File: config.mk
export PLATFORM = sky130hd
export DESIGN_NAME = pmsc_power_ctrl
export DESIGN_NICKNAME = d
export VERILOG_FILES = /design/src/verilog/pmsc_pkg.sv /design/src/verilog/pmsc_rate_div.sv /design/src/verilog/pmsc_power_ctrl.sv
export VERILOG_INCLUDE_DIRS = /design/src /design/src/verilog
export SDC_FILE = /design/constraint.sdc
export NUM_CORES = 1
export LEC_CHECK = 0
export ABC_AREA = 1
export BUFFER_PORTS_ARGS = -buffer_cell sky130_fd_sc_hd__buf_2
export CAP_MARGIN = 20
export CORE_ASPECT_RATIO = 2
export CORE_UTILIZATION = 30
export CTS_BUF_LIST = sky130_fd_sc_hd__clkbuf_4 sky130_fd_sc_hd__clkbuf_8
export CTS_CLUSTER_SIZE = 28
export DETAILED_ROUTE_END_ITERATION = 10
export PLACE_DENSITY = 0.48
export SLEW_MARGIN = 5
export SYNTH_ARGS = -nofsm -noshare
export SYNTH_HDL_FRONTEND = slang
export SYNTH_SLANG_ARGS = --single-unit
File: constraint.sdc
create_clock -name clk_i -period 3.9 [get_ports clk_i]
set_input_delay 0.39 -clock clk_i [delete_from_list [all_inputs] [get_ports clk_i]]
set_output_delay 0.39 -clock clk_i [all_outputs]
set_load 0.005 [all_outputs]
File: src/verilog/pmsc_regs.svh
// register offsets, field positions, reset values and counts for power mode control
// assumes inclusion by the rate divider and the main module only
`ifndef PMSC_REGS_SVH
`define PMSC_REGS_SVH
`define PMSC_ADDR_POWER_CONTROL   8'h87
`define PMSC_ADDR_CLOCK_RATE      8'h8e
`define PMSC_ADDR_EXT_FLAG        8'h91
`define PMSC_ADDR_PROTECT         8'hc7
`define PMSC_ADDR_SUPERVISOR      8'hd8
`define PMSC_ADDR_POWER_MGMT      8'hc4
`define PMSC_BIT_IDLE             0
`define PMSC_BIT_STOP             1
`define PMSC_BIT_BANDGAP          0
`define PMSC_BIT_RING_SEL         1
`define PMSC_BIT_RING_ACT         2
`define PMSC_BIT_STROBE_OFF       2
`define PMSC_BIT_T0_RATE          3
`define PMSC_BIT_T1_RATE          4
`define PMSC_BIT_T2_RATE          5
`define PMSC_BIT_PF_FLAG          4
`define PMSC_BIT_PF_EN            5
`define PMSC_KEY_FIRST            8'haa
`define PMSC_KEY_SECOND           8'h55
`define PMSC_PROT_WINDOW          2'd3
`define PMSC_WAKE_COUNT           17'h10000
`define PMSC_DIV_FAST             4'd4
`define PMSC_DIV_SLOW             4'd12
`define PMSC_PF_VECTOR            16'h0033
`define PMSC_RESET_BYTE           8'h00
`endif

File: src/verilog/pmsc_pkg.sv
// types shared by the power mode control files
// assumes the register header is on the include path
package pmsc_pkg;
    typedef enum logic [3:0] {
        PM_RUN  = 4'b0001,
        PM_IDLE = 4'b0010,
        PM_STOP = 4'b0100,
        PM_RING = 4'b1000
    } pmsc_mode_t;
endpackage

File: src/verilog/pmsc_rate_div.sv
// one-cycle enable every 4 or 12 clocks for one timer
// assumes the system clock is the crystal clock
`timescale 1ns/10ps
`include "pmsc_regs.svh"
module pmsc_rate_div
(
    // clock and reset
    input  wire logic clk_i,
    input  wire logic reset_n_i,
    // control
    input  wire logic run_i,
    input  wire logic fast_i,
    // tick
    output logic      tick_o
);
    logic [3:0] cnt_r;
    logic [3:0] lim;

    assign lim = fast_i ? `PMSC_DIV_FAST : `PMSC_DIV_SLOW;

    always_ff @(posedge clk_i or negedge reset_n_i)
    begin
        if (!reset_n_i)
        begin
            cnt_r  <= 4'h0;
            tick_o <= 1'b0;
        end
        else if (!run_i)
        begin
            tick_o <= 1'b0;
        end
        else if (cnt_r >= lim - 4'h1)
        begin
            cnt_r  <= 4'h0;
            tick_o <= 1'b1;
        end
        else
        begin
            cnt_r  <= cnt_r + 4'h1;
            tick_o <= 1'b0;
        end
    end
endmodule

File: src/verilog/pmsc_power_ctrl.sv
// power mode, supply supervision and timer rate control
// assumes a core write/read strobe port and synchronous supply monitor levels
`timescale 1ns/10ps
`include "pmsc_regs.svh"
// Functional notes
// bit 0 write enters idle, clocks run
// any enabled interrupt or reset ends idle
// bit 1 write enters stop
// stop gates all clocks and crystal
// only external interrupt, reset or R07 supply warning ends stop
// bandgap kept in stop only when set
// kept bandgap lets supply events end stop
// bandgap bit ignored outside stop
// ring select gives ring clock on wake
// back to crystal after 65536 clocks
// ring status shows ring clock source
// default wake from stop uses crystal
// strobe off: static except external moves
// strobe on: toggles at crystal over four
// timers default to twelve clocks
// three bits pick timer rate 4/12
// power-up reset held then 65536 count
// supply below threshold forces reset
// enabled warning vectors 0033h, top priority
// supervisor bit 5 enables warning interrupt
// warning flag sticky until software clears
// bandgap writes need AAh 55h window
// mode bits clear on exit
module pmsc_power_ctrl
    import pmsc_pkg::*;
(
    // clock and reset
    input  wire logic        clk_i,
    input  wire logic        reset_n_i,
    // register port
    input  wire logic        wr_i,
    input  wire logic        rd_i,
    input  wire logic [7:0]  addr_i,
    input  wire logic [7:0]  wdata_i,
    output logic      [7:0]  rdata_o,
    // interrupt, supply and external data move inputs
    input  wire logic        irq_enabled_i,
    input  wire logic        ext_irq_i,
    input  wire logic        below_reset_threshold_i,
    input  wire logic        below_warning_threshold_i,
    input  wire logic        ext_data_move_i,
    // clock and power controls
    output logic             cpu_clk_en_o,
    output logic             periph_clk_en_o,
    output logic             crystal_en_o,
    output logic             ring_en_o,
    output logic             bandgap_en_o,
    output logic             latch_strobe_o,
    output logic [2:0]       timer_tick_o,
    // reset and warning interrupt
    output logic             core_reset_o,
    output logic             pf_irq_o,
    output logic [15:0]      pf_vector_o
);
    pmsc_mode_t  mode_r;
    pmsc_mode_t  mode_nxt;
    logic        idle_req_r;
    logic        stop_req_r;
    logic        bandgap_keep_r;
    logic        ring_sel_r;
    logic        strobe_off_r;
    logic [2:0]  rate_fast_r;
    logic        pf_en_r;
    logic        pf_flag_r;
    logic [16:0] wake_cnt_r;
    logic [16:0] por_cnt_r;
    logic        por_busy_r;
    logic [1:0]  key_state_r;
    logic [1:0]  win_cnt_r;
    logic [1:0]  strobe_div_r;
    logic [2:0]  tick_w;
    logic        pf_wake;
    logic        stop_exit;

    function automatic logic hit(input logic [7:0] a, input logic [7:0] target);
        hit = wr_i && (a == target);
    endfunction

    // supply warning may end stop only with bandgap kept on
    assign pf_wake   = bandgap_keep_r && below_warning_threshold_i && pf_en_r;
    assign stop_exit = ext_irq_i || pf_wake;

    // power-on and brownout reset counter
    always_ff @(posedge clk_i or negedge reset_n_i)
    begin
        if (!reset_n_i)
        begin
            por_cnt_r  <= 17'h0;
            por_busy_r <= 1'b1;
        end
        else if (below_reset_threshold_i)
        begin
            por_cnt_r  <= 17'h0;
            por_busy_r <= 1'b1;
        end
        else if (por_busy_r)
        begin
            if (por_cnt_r == `PMSC_WAKE_COUNT - 17'h1)
                por_busy_r <= 1'b0;
            por_cnt_r <= por_cnt_r + 17'h1;
        end
    end

    always_ff @(posedge clk_i or negedge reset_n_i)
    begin
        if (!reset_n_i)
            core_reset_o <= 1'b1;
        else
            core_reset_o <= below_reset_threshold_i || por_busy_r;
    end

    // timed access window for the bandgap bit
    always_ff @(posedge clk_i or negedge reset_n_i)
    begin
        if (!reset_n_i)
        begin
            key_state_r <= 2'd0;
            win_cnt_r   <= 2'd0;
        end
        else
        begin
            if (win_cnt_r != 2'd0)
                win_cnt_r <= win_cnt_r - 2'd1;
            if (hit(addr_i, `PMSC_ADDR_PROTECT))
            begin
                if (wdata_i == `PMSC_KEY_FIRST)
                    key_state_r <= 2'd1;
                else if (wdata_i == `PMSC_KEY_SECOND && key_state_r == 2'd1)
                begin
                    key_state_r <= 2'd0;
                    win_cnt_r   <= `PMSC_PROT_WINDOW;
                end
                else
                    key_state_r <= 2'd0;
            end
            else if (wr_i)
                key_state_r <= 2'd0;
        end
    end

    // control registers
    always_ff @(posedge clk_i or negedge reset_n_i)
    begin
        if (!reset_n_i)
        begin
            bandgap_keep_r <= 1'b0;
            ring_sel_r     <= 1'b0;
            strobe_off_r   <= 1'b0;
            rate_fast_r    <= 3'b000;
            pf_en_r        <= 1'b0;
        end
        else if (core_reset_o)
        begin
            bandgap_keep_r <= 1'b0;
            ring_sel_r     <= 1'b0;
            strobe_off_r   <= 1'b0;
            rate_fast_r    <= 3'b000;
            pf_en_r        <= 1'b0;
        end
        else
        begin
            if (hit(addr_i, `PMSC_ADDR_EXT_FLAG))
            begin
                ring_sel_r <= wdata_i[`PMSC_BIT_RING_SEL];
                if (win_cnt_r != 2'd0)
                    bandgap_keep_r <= wdata_i[`PMSC_BIT_BANDGAP];
            end
            if (hit(addr_i, `PMSC_ADDR_POWER_MGMT))
                strobe_off_r <= wdata_i[`PMSC_BIT_STROBE_OFF];
            if (hit(addr_i, `PMSC_ADDR_CLOCK_RATE))
                rate_fast_r <= wdata_i[`PMSC_BIT_T2_RATE:`PMSC_BIT_T0_RATE];
            if (hit(addr_i, `PMSC_ADDR_SUPERVISOR))
                pf_en_r <= wdata_i[`PMSC_BIT_PF_EN];
        end
    end

    // sticky warning flag, set wins over clear
    always_ff @(posedge clk_i or negedge reset_n_i)
    begin
        if (!reset_n_i)
            pf_flag_r <= 1'b0;
        else if (below_warning_threshold_i && (mode_r != PM_STOP || bandgap_keep_r))
            pf_flag_r <= 1'b1;
        else if (hit(addr_i, `PMSC_ADDR_SUPERVISOR) && !wdata_i[`PMSC_BIT_PF_FLAG])
            pf_flag_r <= 1'b0;
    end

    always_ff @(posedge clk_i or negedge reset_n_i)
    begin
        if (!reset_n_i)
        begin
            pf_irq_o    <= 1'b0;
            pf_vector_o <= 16'h0000;
        end
        else
        begin
            pf_irq_o    <= pf_flag_r && pf_en_r && !core_reset_o;
            pf_vector_o <= `PMSC_PF_VECTOR;
        end
    end

    // mode machine
    always_comb
    begin
        mode_nxt = mode_r;
        case (mode_r)
            PM_RUN:
            begin
                if (hit(addr_i, `PMSC_ADDR_POWER_CONTROL) && wdata_i[`PMSC_BIT_STOP])
                    mode_nxt = PM_STOP;
                else if (hit(addr_i, `PMSC_ADDR_POWER_CONTROL) && wdata_i[`PMSC_BIT_IDLE])
                    mode_nxt = PM_IDLE;
            end
            PM_IDLE:
                if (irq_enabled_i || (pf_flag_r && pf_en_r))
                    mode_nxt = PM_RUN;
            PM_STOP:
                if (stop_exit)
                    mode_nxt = ring_sel_r ? PM_RING : PM_RUN;
            PM_RING:
                if (wake_cnt_r == `PMSC_WAKE_COUNT - 17'h1)
                    mode_nxt = PM_RUN;
                else if (hit(addr_i, `PMSC_ADDR_POWER_CONTROL) && wdata_i[`PMSC_BIT_STOP])
                    mode_nxt = PM_STOP;
            default:
                mode_nxt = PM_RUN;
        endcase
        if (core_reset_o)
            mode_nxt = PM_RUN;
    end

    always_ff @(posedge clk_i or negedge reset_n_i)
    begin
        if (!reset_n_i)
            mode_r <= PM_RUN;
        else
            mode_r <= mode_nxt;
    end

    // request bits follow the mode and drop on exit
    always_ff @(posedge clk_i or negedge reset_n_i)
    begin
        if (!reset_n_i)
        begin
            idle_req_r <= 1'b0;
            stop_req_r <= 1'b0;
        end
        else
        begin
            idle_req_r <= (mode_nxt == PM_IDLE) && !core_reset_o;
            stop_req_r <= (mode_nxt == PM_STOP) && !core_reset_o;
        end
    end

    // crystal count after ring wake
    always_ff @(posedge clk_i or negedge reset_n_i)
    begin
        if (!reset_n_i)
            wake_cnt_r <= 17'h0;
        else if (mode_r == PM_RING && mode_nxt == PM_RING)
            wake_cnt_r <= wake_cnt_r + 17'h1;
        else
            wake_cnt_r <= 17'h0;
    end

    // clock and reference enables
    always_ff @(posedge clk_i or negedge reset_n_i)
    begin
        if (!reset_n_i)
        begin
            cpu_clk_en_o    <= 1'b0;
            periph_clk_en_o <= 1'b0;
            crystal_en_o    <= 1'b1;
            ring_en_o       <= 1'b0;
            bandgap_en_o    <= 1'b1;
        end
        else
        begin
            cpu_clk_en_o    <= (mode_nxt == PM_RUN || mode_nxt == PM_RING) && !core_reset_o;
            periph_clk_en_o <= mode_nxt != PM_STOP;
            crystal_en_o    <= mode_nxt != PM_STOP;
            ring_en_o       <= mode_nxt == PM_RING;
            bandgap_en_o    <= (mode_nxt != PM_STOP) || bandgap_keep_r;
        end
    end

    // address latch strobe at crystal over four
    always_ff @(posedge clk_i or negedge reset_n_i)
    begin
        if (!reset_n_i)
        begin
            strobe_div_r   <= 2'd0;
            latch_strobe_o <= 1'b0;
        end
        else
        begin
            strobe_div_r <= strobe_div_r + 2'd1;
            if (mode_r == PM_STOP)
                latch_strobe_o <= 1'b0;
            else if (strobe_off_r && !ext_data_move_i)
                latch_strobe_o <= 1'b1;
            else
                latch_strobe_o <= (strobe_div_r == 2'd0);
        end
    end

    // per timer rate dividers
    genvar gi;
    generate
        for (gi = 0; gi < 3; gi++)
        begin : g_rate
            pmsc_rate_div u_div
            (
                .clk_i     (clk_i),
                .reset_n_i (reset_n_i),
                .run_i     (mode_r != PM_STOP),
                .fast_i    (rate_fast_r[gi]),
                .tick_o    (tick_w[gi])
            );
        end
    endgenerate

    always_ff @(posedge clk_i or negedge reset_n_i)
    begin
        if (!reset_n_i)
            timer_tick_o <= 3'b000;
        else
            timer_tick_o <= tick_w;
    end

    // register read
    always_ff @(posedge clk_i or negedge reset_n_i)
    begin
        if (!reset_n_i)
            rdata_o <= `PMSC_RESET_BYTE;
        else if (rd_i)
        begin
            case (addr_i)
                `PMSC_ADDR_POWER_CONTROL: rdata_o <= {6'h00, stop_req_r, idle_req_r};
                `PMSC_ADDR_CLOCK_RATE:    rdata_o <= {2'b00, rate_fast_r, 3'b000};
                `PMSC_ADDR_EXT_FLAG:      rdata_o <= {5'h00, mode_r == PM_RING,
                                                      ring_sel_r, bandgap_keep_r};
                `PMSC_ADDR_POWER_MGMT:    rdata_o <= {5'h00, strobe_off_r, 2'b00};
                `PMSC_ADDR_SUPERVISOR:    rdata_o <= {2'b00, pf_en_r, pf_flag_r, 4'h0};
                default:                  rdata_o <= `PMSC_RESET_BYTE;
            endcase
        end
    end
endmodule

==> results.txt <==
Vias: 3,407
Chip Width: 86.7 µm
Yosys cell types: 41
Global-route wire length before repair: 16,100 µm
Total I/O pin count: 60
CP Capture Type: register
Clk pin slew, worst setup/hold paths: 0.09 ns
Post-route cell area: 0.00489 mm²
Hold Buf Count CTS: 0
Required time of the critical path: 4.13 ns
Largest family of logic cells by synthesized area: simple AND/OR/NAND/NOR gates
CTS tree: yes
Placer congestion estimate: 0.833
Period utilization: 0.556
First-pass iteration count of the detailed router: 4
Most common cell after layout, fill and taps aside: dfrtp_1
Post-synthesis compound-gate area fraction: 0.0845
Nets@finish: 580
GRT Total Usage: 0.142
WP data arrival: 2.40 ns
Chip height: 171 µm
H-Tree Depth: 3
Crit Path Max Fanout: 17
HPWL after DPL: 7340 µm
Post-synthesis cell count: 496
Postcts setup bufs: 0
RSZ-0062 raised after global routing: no
Largest net degree at the start of global routing: 70
Antenna-violating nets left: 0
Area Overhead vs Synth: 13.4%
Die area: 0.0149 mm²
Most frequent cells in the layout: dfrtp_1, nand2_1, inv_1
Num Clock Sinks: 87
Rows: 61
Register area share after synthesis: 0.507
# resized after CTS: 0
Synth Area in XOR/XNOR: 0.0244
Slew headroom: 0.405
Adder-cell share of the synthesized area: 0.0319
Final-report hold violation count: 0
Post-synthesis instance area: 0.00431 mm²
PD cells: 428 mW/mm²
Clock skew: 0.0194 ns
Initial core utilization: 0.308
Yosys reg bits: 87
Root buffer cell: clkbuf_8
Syn Area/Cell: 8.69 µm²
Drt wl/cell: 13.1 µm
Worst hold path class: primary input to asynchronous set/reset pin
GRT Residual Overflow: 0
Drt first-iter violations: 85
Setup CP Type: register to register
Initial antenna violation count: 0
Placed Area: 0.00466 mm²
DR DRC count: 0
Final wirelength: 9630 µm
Via/cell ratio: 4.62
Max Root-Sink Buffers: 2
Fin. max-slew vios: 0
Core area: 0.0140 mm²
Ratio of cells with drive above 1 in the final layout: 0.169
Highest Clock Rate: 0.461 GHz
Status: finished, final reports clean
Simple-gate share of the synthesized area: 0.252
Final min period: 2.17 ns
Post-synthesis mux area share: 0
Peak VDD IR: 0.166 mV
Critical path launch point type: register
Final setup viols: 0
YS warnings: 0
Vias in the first global route: 3,474
Leakage power: 2.33 nW
Total power: 2.09 mW
PortBufs: 45
Skew-Pair Late Insertion Delay: 0.36 ns
# diodes: 0
Max Cap Viol: 0
Cts bufs inserted: 9
Measured slew at the worst slew-check pin: 0.893 ns
TNS Setup: 0 ns
==> layout make-up <==
class / count / area, µm²
sequential: 87 / 2180
multi-input combinational: 330 / 1750
fill: 1443 / 9080
inverter: 70 / 263
clock buffer: 10 / 138
clock inverter: 6 / 83.8
tap: 189 / 236
timing repair buffer: 46 / 235
==> metal layers <==
| metal | vias to the layer above | GRT usage | share of wire |
|---|---|---|---|
| li1 | 1680 | - | - |
| met1 | 1626 | 0.134 | 0.37 |
| met2 | 80 | 0.275 | 0.55 |
| met3 | 21 | 0.0288 | 0.036 |
| met4 | 0 | 0.0783 | 0.041 |
| met5 | - | 0 | 0 |
==> through the flow <==
stage / hold WS [ns] / cells / util / setup WS [ns]
after floorplan: 0.0944 / 509 / - / 1.97
after global placement: 0.334 / 722 / 0.334 / 1.82
after detailed placement: 0.337 / 722 / 0.334 / 1.73
after CTS: 0.202 / 738 / 0.350 / 1.72
after global routing: 0.224 / 738 / 0.350 / 1.37
final: 0.147 / 738 / 0.350 / 1.73
==> cell families (layout without fill, tap and decap cells) <==
kind of cell | Yosys count | in the layout
and+or+nand+nor | 225 | 225
buffers and inverters | 92 | 132
DFF | 87 | 87
AOI/OAI and AO/OA | 67 | 67
xor gates and xnor gates | 12 | 12
adders and majority gates | 11 | 11
other | 2 | 15
==> synthesized netlist by cell type (all sizes together) <==
library cell | number | area [µm²]
dfrtp | 82 | 2050
nand2 | 79 | 299
inv | 70 | 263
nor2 | 62 | 283
nand3 | 35 | 193
o21ai | 29 | 145
a21oi | 25 | 125
nor3 | 24 | 136
buf | 19 | 153
nand4 | 14 | 100
ha | 11 | 138
xor2 | 10 | 87.6
dfstp | 5 | 131
and3 | 4 | 25.0
o22ai | 4 | 25.0
clkbuf | 3 | 11.3
nand3b | 3 | 22.5
a31oi | 2 | 12.5
conb | 2 | 7.51
o21a | 2 | 15.0
or2 | 2 | 12.5
xnor2 | 2 | 17.5
a211oi | 1 | 7.51
nor4 | 1 | 6.26
o211a | 1 | 10.0
o21bai | 1 | 7.51
o31ai | 1 | 7.51
o41ai | 1 | 8.76
or3 | 1 | 6.26
==> power by group <==
part / switching [mW] / internal [mW]
clock network: 0.324 / 0.376
logic: 0.197 / 0.131
registers: 0.0574 / 1.00
==> state kept, by name, summed over array words and instances (netlist names), 2 cells and up <==
name and cells:
g_rate.u_div.tick_o 3, por_cnt_r 17, rate_fast_r 3, strobe_div_r 2, win_cnt_r 2, rdata_o 6, timer_tick_o 3, wake_cnt_r 17
mode_r 4, g_rate.u_div.cnt_r 12
==> critical path, cell delays in order, from the launching register on <==
cell,delay (ns)
dfrtp_1,0.41
nand2_1,0.07
nor2_1,0.17
nand4_1,0.15
inv_1,0.08
nand4_1,0.12
nor2_1,0.11
nand3_1,0.07
nor2_1,0.10
ha_1,0.19
inv_1,0.06
nand4_2,0.11
nand2_2,0.08
nand3_4,0.23
nor2_1,0.08
==> worst paths after layout <==
path | depth (start not counted) | slack (ns) | end | start
max in group asynchronous | 2 | 2.89 | core_reset_o | reset_n_i
worst min register to register | 0 | 0.36 | timer_tick_o[1] | g_rate[1].u_div.tick_o
min in group clk_i | 2 | 0.30 | key_state_r[0] | wdata_i[4]
worst min-delay path | 1 | 0.15 | latch_strobe_o | reset_n_i
worst max-delay path | 14 | 1.73 | wake_cnt_r[14] | wake_cnt_r[2]
worst max register to register | 14 | 1.73 | wake_cnt_r[14] | wake_cnt_r[2]
No activity file was read; power rests on OpenSTA's default activity.
